File: config.mk
export PLATFORM = sky130hd
export DESIGN_NAME = timer_b_unit
export DESIGN_NICKNAME = d
export VERILOG_FILES = /design/src/rtl/timer_b_pkg.sv /design/src/rtl/timer_b_unit.sv
export SDC_FILE = /design/constraint.sdc
export NUM_CORES = 1
export LEC_CHECK = 0
export BUFFER_PORTS_ARGS = -buffer_cell sky130_fd_sc_hd__buf_2
export CORE_UTILIZATION = 59
export CTS_BUF_LIST = sky130_fd_sc_hd__clkbuf_4
export DETAILED_ROUTE_END_ITERATION = 16
export PLACE_DENSITY = 0.91
export RECOVER_POWER = 50
export SLEW_MARGIN = 20
export SYNTH_ARGS = -nofsm -noshare
export SYNTH_HDL_FRONTEND = slang
export SYNTH_SLANG_ARGS = --single-unit
File: constraint.sdc
create_clock -name clk -period 2.9 [get_ports clk]
set_clock_uncertainty 0.15 [all_clocks]
set_input_delay 0.29 -clock clk [delete_from_list [all_inputs] [get_ports clk]]
set_output_delay 0.29 -clock clk [all_outputs]
set_load 0.05 [all_outputs]
File: src/rtl/timer_b_pkg.sv
// Purpose: Shared constants for the timer_b_unit register tail
// Assumes: Byte-wide registers, one per aligned 32-bit Avalon word
// Notes:   Byte address of a register is four times its index
`default_nettype none

package timer_b_pkg;

  // ==========================================================
  // Bus geometry
  localparam int          ADDR_W       = 6;
  localparam int          IDX_LSB      = 2;
  localparam int          IDX_W        = 4;

  // ==========================================================
  // Register indices
  localparam logic [3:0]  IDX_CTRL_A   = 4'h0;
  localparam logic [3:0]  IDX_CTRL_B   = 4'h1;
  localparam logic [3:0]  IDX_EV_CTRL  = 4'h4;
  localparam logic [3:0]  IDX_IRQ_EN   = 4'h5;
  localparam logic [3:0]  IDX_FLAG     = 4'h6;
  localparam logic [3:0]  IDX_RUN      = 4'h7;
  localparam logic [3:0]  IDX_HALT     = 4'h8;
  localparam logic [3:0]  IDX_STAGE    = 4'h9;
  localparam logic [3:0]  IDX_CNT_L    = 4'ha;
  localparam logic [3:0]  IDX_CAPTURE_COMPARE_VALUE_REG_L   = 4'hc;
  localparam logic [3:0]  IDX_HIGH_OFS = 4'h1;
  localparam logic [3:0]  IDX_CNT_H    = IDX_CNT_L + IDX_HIGH_OFS;
  localparam logic [3:0]  IDX_CAPTURE_COMPARE_VALUE_REG_H   = IDX_CAPTURE_COMPARE_VALUE_REG_L + IDX_HIGH_OFS;

  // ==========================================================
  // Field positions
  localparam int          BIT_ENABLE   = 0;
  localparam int          BIT_CAPTURE_IRQ     = 0;
  localparam int          BIT_RUN      = 0;
  localparam int          BIT_CONT     = 0;
  localparam int          BIT_CEI_EN   = 0;
  localparam int          BIT_EDGE     = 4;
  localparam int          MODE_LSB     = 0;
  localparam int          MODE_W       = 3;

  // ==========================================================
  // Counting modes
  localparam logic [2:0]  MODE_PERIODIC   = 3'h0;
  localparam logic [2:0]  MODE_TIMEOUT    = 3'h1;
  localparam logic [2:0]  MODE_CAPTURE    = 3'h2;
  localparam logic [2:0]  MODE_FREQ       = 3'h3;
  localparam logic [2:0]  MODE_PULSE      = 3'h4;
  localparam logic [2:0]  MODE_FREQ_PULSE = 3'h5;
  localparam logic [2:0]  MODE_SINGLE     = 3'h6;
  localparam logic [2:0]  MODE_PWM8       = 3'h7;

  // ==========================================================
  // Reset values and counter increment
  localparam logic [7:0]  RESET_BYTE   = 8'h00;
  localparam logic [15:0] RESET_WORD   = 16'h0000;
  localparam logic [15:0] ONE_WORD     = 16'h0001;

endpackage

`default_nettype wire

File: src/rtl/timer_b_unit.sv
// Purpose: Register tail of a 16-bit capture/compare timer
// Assumes: Avalon-MM slave, one wait state per access
// Notes:   capture_event and cpu_halted come from clk-domain logic
//
// Design decision made here: the Avalon-MM register port.
`default_nettype none

module timer_b_unit
  import timer_b_pkg::*;
(
  input  wire logic              clk,
  input  wire logic              sys_rst,
  input  wire logic [ADDR_W-1:0] avs_address,
  input  wire logic              avs_read,
  input  wire logic              avs_write,
  input  wire logic [31:0]       avs_writedata,
  input  wire logic [3:0]        avs_byteenable,
  output logic      [31:0]       avs_readdata,
  output logic                   avs_waitrequest,
  input  wire logic              capture_event,
  input  wire logic              cpu_halted,
  output logic                   capture_irq
);

  // ==========================================================
  // Declarations
  typedef enum logic [1:0] {PH_WAIT, PH_FIRST, PH_SECOND, PH_DONE} phase_t;

  logic              ack_q;
  logic              rd_go;
  logic              wr_go;
  logic [IDX_W-1:0]  idx;
  logic [7:0]        wdat;
  logic [7:0]        rd_byte;
  logic [31:0]       readdata_q;
  logic [7:0]        hi_snap_q;

  logic              enable_q;
  logic [2:0]        counting_mode_select_q;
  logic              capture_event_input_en_q;
  logic              edge_sel_q;
  logic              irq_en_q;
  logic              flag_q;
  logic              continue_on_halt_q;
  logic [7:0]        stage_q;
  logic [15:0]       cnt_q;
  logic [15:0]       capture_compare_value_reg_q;
  logic              gate_q;
  logic              gate_d;
  phase_t            phase_q;
  phase_t            phase_d;
  logic              ev_prev_q;

  logic              frozen;
  logic              active;
  logic              ev_ok;
  logic              ev_rise;
  logic              ev_fall;
  logic              act_ev;
  logic              opp_ev;
  logic [15:0]       cnt_d;
  logic              cap_ld;
  logic              flag_set;
  logic              flag_clr;
  logic              pwm8;
  logic              capture_irq_mode;
  logic              running;
  logic [15:0]       cnt_inc;

  // ==========================================================
  // Bus handshake
  assign idx             = avs_address[IDX_LSB +: IDX_W];
  assign wdat            = avs_writedata[7:0];
  assign avs_waitrequest = (avs_read | avs_write) & ~ack_q;
  assign rd_go           = avs_read & ack_q;
  assign wr_go           = avs_write & ack_q & avs_byteenable[0];
  assign avs_readdata    = readdata_q;

  always_ff @(posedge clk) begin
    if (sys_rst) begin
      ack_q <= 1'b0;
    end else begin
      ack_q <= (avs_read | avs_write) & ~ack_q;
    end
  end

  // ==========================================================
  // Read data
  always_comb begin
    rd_byte = RESET_BYTE;
    case (idx)
      IDX_CTRL_A:  rd_byte[BIT_ENABLE] = enable_q;
      IDX_CTRL_B:  rd_byte[MODE_LSB +: MODE_W] = counting_mode_select_q;
      IDX_EV_CTRL: begin
        rd_byte[BIT_CEI_EN] = capture_event_input_en_q;
        rd_byte[BIT_EDGE]   = edge_sel_q;
      end
      IDX_IRQ_EN:  rd_byte[BIT_CAPTURE_IRQ] = irq_en_q;
      IDX_FLAG:    rd_byte[BIT_CAPTURE_IRQ] = flag_q;
      IDX_RUN:     rd_byte[BIT_RUN] = running;
      IDX_HALT:    rd_byte[BIT_CONT] = continue_on_halt_q;
      IDX_STAGE:   rd_byte = stage_q;
      IDX_CNT_L:   rd_byte = cnt_q[7:0];
      IDX_CNT_H:   rd_byte = stage_q;
      IDX_CAPTURE_COMPARE_VALUE_REG_L:  rd_byte = capture_compare_value_reg_q[7:0];
      IDX_CAPTURE_COMPARE_VALUE_REG_H:  rd_byte = pwm8 ? capture_compare_value_reg_q[15:8] : stage_q;
      default:     rd_byte = RESET_BYTE;
    endcase
  end

  always_ff @(posedge clk) begin
    if (sys_rst) begin
      readdata_q <= 32'h0000_0000;
      hi_snap_q  <= RESET_BYTE;
    end else if (avs_read & ~ack_q) begin
      readdata_q <= {24'h00_0000, rd_byte};
      hi_snap_q  <= (idx == IDX_CAPTURE_COMPARE_VALUE_REG_L) ? capture_compare_value_reg_q[15:8] : cnt_q[15:8];
    end
  end

  // ==========================================================
  // Control registers
  always_ff @(posedge clk) begin
    if (sys_rst) begin
      enable_q                 <= 1'b0;
      counting_mode_select_q   <= MODE_PERIODIC;
      capture_event_input_en_q <= 1'b0;
      edge_sel_q               <= 1'b0;
      irq_en_q                 <= 1'b0;
      continue_on_halt_q       <= 1'b0;
    end else if (wr_go) begin
      case (idx)
        IDX_CTRL_A:  enable_q <= wdat[BIT_ENABLE];
        IDX_CTRL_B:  counting_mode_select_q <= wdat[MODE_LSB +: MODE_W];
        IDX_EV_CTRL: begin
          capture_event_input_en_q <= wdat[BIT_CEI_EN];
          edge_sel_q               <= wdat[BIT_EDGE];
        end
        IDX_IRQ_EN:  irq_en_q <= wdat[BIT_CAPTURE_IRQ];
        IDX_HALT:    continue_on_halt_q <= wdat[BIT_CONT];
        default:     ;
      endcase
    end
  end

  // ==========================================================
  // Event edges
  always_ff @(posedge clk) begin
    if (sys_rst) begin
      ev_prev_q <= 1'b0;
    end else begin
      ev_prev_q <= capture_event;
    end
  end

  assign pwm8      = (counting_mode_select_q == MODE_PWM8);
  assign capture_irq_mode = (counting_mode_select_q == MODE_CAPTURE) |
                     (counting_mode_select_q == MODE_FREQ) |
                     (counting_mode_select_q == MODE_PULSE) |
                     (counting_mode_select_q == MODE_FREQ_PULSE);
  assign frozen    = cpu_halted & ~continue_on_halt_q;
  assign active    = enable_q & ~frozen;
  assign ev_ok     = active & capture_event_input_en_q;
  assign ev_rise   = capture_event & ~ev_prev_q;
  assign ev_fall   = ~capture_event & ev_prev_q;
  assign act_ev    = ev_ok & (edge_sel_q ? ev_fall : ev_rise);
  assign opp_ev    = ev_ok & (edge_sel_q ? ev_rise : ev_fall);
  assign cnt_inc   = cnt_q + ONE_WORD;

  // ==========================================================
  // Counting per mode
  always_comb begin
    cnt_d    = cnt_q;
    cap_ld   = 1'b0;
    flag_set = 1'b0;
    gate_d   = gate_q;
    phase_d  = phase_q;
    if (!enable_q) begin
      gate_d  = 1'b0;
      phase_d = PH_WAIT;
    end else if (active) begin
      case (counting_mode_select_q)
        MODE_PERIODIC: begin
          if (cnt_q == capture_compare_value_reg_q) begin
            flag_set = 1'b1;
            cnt_d    = RESET_WORD;
          end else begin
            cnt_d = cnt_inc;
          end
        end
        MODE_TIMEOUT: begin
          if (act_ev) begin
            gate_d = 1'b1;
          end else if (opp_ev) begin
            gate_d = 1'b0;
          end
          if (gate_q) begin
            if (cnt_q == capture_compare_value_reg_q) begin
              flag_set = 1'b1;
              cnt_d    = RESET_WORD;
            end else begin
              cnt_d = cnt_inc;
            end
          end
        end
        MODE_CAPTURE: begin
          cnt_d = cnt_inc;
          if (act_ev) begin
            cap_ld   = 1'b1;
            flag_set = 1'b1;
          end
        end
        MODE_FREQ: begin
          if (act_ev) begin
            cap_ld   = 1'b1;
            flag_set = 1'b1;
            cnt_d    = RESET_WORD;
          end else begin
            cnt_d = cnt_inc;
          end
        end
        MODE_PULSE: begin
          if (act_ev) begin
            cnt_d = RESET_WORD;
          end else begin
            cnt_d = cnt_inc;
            if (opp_ev) begin
              cap_ld   = 1'b1;
              flag_set = 1'b1;
            end
          end
        end
        MODE_FREQ_PULSE: begin
          case (phase_q)
            PH_WAIT: begin
              if (act_ev) begin
                cnt_d   = RESET_WORD;
                phase_d = PH_FIRST;
              end
            end
            PH_FIRST: begin
              cnt_d = cnt_inc;
              if (opp_ev) begin
                cap_ld  = 1'b1;
                phase_d = PH_SECOND;
              end
            end
            PH_SECOND: begin
              if (act_ev) begin
                flag_set = 1'b1;
                phase_d  = PH_DONE;
              end else begin
                cnt_d = cnt_inc;
              end
            end
            PH_DONE: begin
              if (!flag_q) begin
                phase_d = PH_WAIT;
              end
            end
            default: phase_d = PH_WAIT;
          endcase
        end
        MODE_SINGLE: begin
          if (gate_q) begin
            if (cnt_q == capture_compare_value_reg_q) begin
              flag_set = 1'b1;
              gate_d   = 1'b0;
            end else begin
              cnt_d = cnt_inc;
            end
          end else if (act_ev) begin
            gate_d = 1'b1;
            cnt_d  = RESET_WORD;
          end
        end
        MODE_PWM8: begin
          if (cnt_q[7:0] == capture_compare_value_reg_q[7:0]) begin
            flag_set = 1'b1;
            cnt_d    = RESET_WORD;
          end else begin
            cnt_d = {8'h00, cnt_inc[7:0]};
          end
        end
        default: cnt_d = cnt_q;
      endcase
    end
  end

  always_comb begin
    running = 1'b0;
    if (active) begin
      case (counting_mode_select_q)
        MODE_TIMEOUT, MODE_SINGLE: running = gate_q;
        MODE_FREQ_PULSE: running = (phase_q == PH_FIRST) | (phase_q == PH_SECOND);
        default: running = 1'b1;
      endcase
    end
  end

  always_ff @(posedge clk) begin
    if (sys_rst) begin
      gate_q  <= 1'b0;
      phase_q <= PH_WAIT;
    end else begin
      gate_q  <= gate_d;
      phase_q <= (counting_mode_select_q == MODE_FREQ_PULSE) ? phase_d : PH_WAIT;
    end
  end

  // ==========================================================
  // Counter
  always_ff @(posedge clk) begin
    if (sys_rst) begin
      cnt_q <= RESET_WORD;
    end else if (wr_go && idx == IDX_CNT_H) begin
      cnt_q <= {wdat, stage_q};
    end else begin
      cnt_q <= cnt_d;
    end
  end

  // ==========================================================
  // Capture/compare
  always_ff @(posedge clk) begin
    if (sys_rst) begin
      capture_compare_value_reg_q <= RESET_WORD;
    end else if (wr_go && idx == IDX_CAPTURE_COMPARE_VALUE_REG_H) begin
      if (pwm8) begin
        capture_compare_value_reg_q[15:8] <= wdat;
      end else begin
        capture_compare_value_reg_q <= {wdat, stage_q};
      end
    end else if (wr_go && idx == IDX_CAPTURE_COMPARE_VALUE_REG_L && pwm8) begin
      capture_compare_value_reg_q[7:0] <= wdat;
    end else if (cap_ld) begin
      capture_compare_value_reg_q <= cnt_q;
    end
  end

  // ==========================================================
  // Staging byte
  always_ff @(posedge clk) begin
    if (sys_rst) begin
      stage_q <= RESET_BYTE;
    end else if (wr_go && (idx == IDX_STAGE || idx == IDX_CNT_L ||
                           (idx == IDX_CAPTURE_COMPARE_VALUE_REG_L && !pwm8))) begin
      stage_q <= wdat;
    end else if (rd_go && (idx == IDX_CNT_L || (idx == IDX_CAPTURE_COMPARE_VALUE_REG_L && !pwm8))) begin
      stage_q <= hi_snap_q;
    end
  end

  // ==========================================================
  // Capture flag and request
  assign flag_clr = (wr_go && idx == IDX_FLAG && wdat[BIT_CAPTURE_IRQ]) ||
                    (rd_go && capture_irq_mode &&
                     (idx == IDX_CAPTURE_COMPARE_VALUE_REG_L || idx == IDX_CAPTURE_COMPARE_VALUE_REG_H));

  always_ff @(posedge clk) begin
    if (sys_rst) begin
      flag_q <= 1'b0;
    end else begin
      flag_q <= flag_set | (flag_q & ~flag_clr);
    end
  end

  assign capture_irq = flag_q & irq_en_q;

endmodule

`default_nettype wire

==> impl_metrics.csv <==
group,metric,value,unit
floorplanning,start_util,61.50,%
sta,finalSetupTns,0,ps
worst_setup_path,crit_start,"capture_event",
clock_tree,cts-root-buf,"clkbuf_4",
power,pwr-share-clk,35.3,%
worst_setup_path,critPathLaunchType,"input port",
global_route,grt.overflow.total,0,
flow_run,cap_violations,0,
yosys,yosysTopAreaCell,"dfxtp_1",
route,route.detailed.drc,0,
yosys,ys_warn_count,0,
cells_and_area,fin_cells,744,
route,wire_per_inst,18.40,um
run_status,status,"finished clean",
sta,slew_headroom,35.59,%
yosys,ys_types,66,
worst_setup_path,crit_required,3070,ps
place,dpl.hpwl,10.01,mm
yosys,netlist_area,0.004777,mm2
cells_and_area,layout_common_cells,"nor2_1, dfxtp_1, mux2i_1",
cells_and_area,final_common_cell,"nor2_1",
clock_tree,htreeDepth,3,
yosys,synth_top_area_share,29.33,%
cells_and_area,n_fill_cell,624,
yosys,dominantRegCellSynth,"dfxtp_1",
yosys,synth_seq_area_share,29.33,%
worst_setup_path,cp-end-kind,"flip-flop",
cells_and_area,antennaDiodeCount,0,
clock_tree,cts_num_sinks,70,
global_route,antenna_found_initial,0,
clock_tree,cts_buffer_depth,2,
clock_tree,clk_pin_slew_worst_paths,130,ps
sta,rsz0062_at_grt,"false",
place,placed_area,0.004952,mm2
yosys,synth_top_cells_by_area,"dfxtp_1, mux2i_1, nor2_1, a21oi_1, buf_4",
cells_and_area,drive_gt1_share,12.93,%
yosys,ys_ff_latch,70,
worst_setup_path,r2r_slack,170,ps
floorplanning,die-area,0.008460,mm2
power,finalPower,1.966,mW
clock_tree,clock_latency,450,ps
floorplanning,rows,32,
clock_tree,cts_tree,"built",
power,p_int,1.319,mW
power,powerDensity,383.5,mW/mm2
power,swShare,32.92,%
sta,finalSetupViolations,0,
global_route,grt_usage,33.35,%
route,drt_iter0_drc,495,
power,p_seq_share,50.6,%
worst_hold_path,hp-start,"avs_writedata[4]",
cells_and_area,nets,690,
route,avgViaCountPerCell,6.505,
route,drt-total-wl,13.69,mm
sta,tightest_slew,966.2,ps
sta,max_clock_freq,0.3648,GHz
place,globalplace.congestion,0.9777,
worst_hold_path,hold_class,"input port to flip-flop",
floorplanning,dieWidth,91.98,um
floorplanning,chipHeight,91.98,um
worst_hold_path,hold_depth,3,
power,peakVddDrop,285.7,uV
floorplanning,ios,82,
power,p_leak,1.992,nW
worst_hold_path,hold_path_end,"edge_sel_q$_SDFFE_PP0P_",
route,num_vias,4840,
sta,period_needed,2741,ps
route,drt_first_pass_iters,5,
yosys,syn_inst,613,
yosys,ys_async_sr_fraction,0,%
global_route,grt_pass1_vias,4600,
worst_setup_path,path_max_fanout,5,
yosys,synth_area_per_cell,7.793,um2
floorplanning,core,0.007767,mm2
power,power.share.combinational,14.1,%
yosys,synth-edff-count,0,
worst_setup_path,cp.arrival,2910,ps
global_route,grt_max_degree,41,
clock_tree,post_cts_buffers,0,
sta,drv_slew,0,
route,ant_nets,0,
worst_setup_path,path_class,"input port to flip-flop",
sta,min_period_over_period,94.53,%
place,io_buffers,28,
worst_setup_path,rr_worst_depth,7,
cells_and_area,final_area,0.005126,mm2
worst_setup_path,r2r-start,"counting_mode_select_q[2]$_SDFFE_PP0P_",
cells_and_area,area_growth,7.308,%
worst_setup_path,r2r-end,"cnt_q[5]$_SDFFE_PP0P_",
global_route,grt_pass1_wl,22.43,mm
clock_tree,cts_buffers,9,
cells_and_area,final_util,66.00,%
sta,hold_viol,0,
power,power.switching,647.1,uW
place,dp.cells,723,
==> cells by family (layout without fill, tap and decap cells) <==
logic type                 after synthesis  count (layout)  synth area share (%)
adders and majority gates                5               5                 1.310
AOI/OAI and AO/OA                      133             133                 19.54
DFF                                     70              70                 29.33
muxes                                   56              56                 12.00
buffers and inverters                   82              88                 8.774
other                                    1              24               0.07850
xor gates and xnor gates                20              20                 3.667
and+or+nand+nor                        246             246                 25.30
==> synth_stat cells (3+ instances only) <==
master    number
xnor2_1        3
buf_4         24
nand4_1        3
inv_1         14
buf_1          3
nand2b_1       5
a31oi_1       11
a211oi_1      12
buf_2         16
nor4_2         4
mux2_2        10
or3_1          3
a21oi_1       38
xor2_1        17
dfxtp_1       70
a221oi_1       9
nor3_1        20
nand2_1       44
clkbuf_1      24
and4_1         3
a21o_1         7
o221ai_1       5
and3_1         8
o22ai_1        5
nor2b_1       16
or2_2          3
nor4_1         5
o311ai_1       3
ha_1           5
mux2i_1       46
o21ai_0       12
and2_1         3
nand3_1       24
a32oi_1        3
nor2_1        93
a221o_1        4
==> area by class of cell <==
| cell class | instances | area [um2] | share of cell area [%] |
|---|---|---|---|
| multi-input cells | 484 | 3040 | 59.31 |
| flip-flops and latches | 70 | 1401 | 27.34 |
| repair buffers | 58 | 356.6 | 6.956 |
| well taps | 102 | 127.6 | 2.490 |
| clock inverters | 7 | 80.08 | 1.562 |
| clock buffers | 9 | 67.56 | 1.318 |
| inverters | 14 | 52.55 | 1.025 |
==> layer usage <==
metal  GRT usage (%)  part of all wire [%]  vias up
met3           6.716                   9.3       73
li1                -                     -     2215
met4           16.93                   5.0        0
met5               0                     0        -
met2           55.22                    47      322
met1           40.91                    39     2230
==> state kept, by name (all words and copies together) (netlist names), 2 cells and up <==
| signal | flops |
|---|---|
| phase_q | 2 |
| counting_mode_select_q | 3 |
| cnt_q | 16 |
| avs_readdata | 8 |
| hi_snap_q | 8 |
| stage_q | 8 |
| capture_compare_value_reg_q | 16 |
==> metrics by stage <==
stage	setup slack [ps]	hold slack (ps)
after floorplan	541.4	268.2
after global placement	322.4	312.9
after detailed placement	273.1	325.2
after CTS	260.4	6.982
after global routing	12.67	17.30
final	158.5	14.21
==> worst max-delay path by stage <==
stage / cells past startpoint / slack, ps / end
6_report: 9 / 160 / cnt_q[15]$_SDFFE_PP0P_
5_1_grt: 9 / 10 / cnt_q[15]$_SDFFE_PP0P_
4_1_cts: 7 / 260 / cnt_q[15]$_SDFFE_PP0P_
3_5_place_dp: 7 / 270 / cnt_q[15]$_SDFFE_PP0P_
3_3_place_gp: 7 / 320 / cnt_q[15]$_SDFFE_PP0P_
2_1_floorplan: 9 / 540 / cnt_q[12]$_SDFFE_PP0P_
==> repair_timing <==
action / 4_1_cts / 5_1_grt
resized for setup: 0 / 0
hold buffers: 5 / 0
hold endpoints to repair: 6 / 0
==> worst max-delay path, stage by stage <==
cell           delay (ps)
dlygate4sd3_1         520
clkbuf_1              160
nor4bb_2              440
o221ai_1              330
a21o_1                270
a21oi_1               350
nor2_1                140
a221oi_1              330
nor3_1                 80
==> power by group through the flow <==
stage	clock network, mW	registers [mW]	logic, mW
after detailed placement	0	1.02	0.270
after global placement	0	1.01	0.265
after global routing	0.743	0.997	0.295
final	0.694	0.994	0.278
after CTS	0.698	0.994	0.276
after floorplan	0	1.04	0.208
No activity file was read; power rests on OpenSTA's default activity.
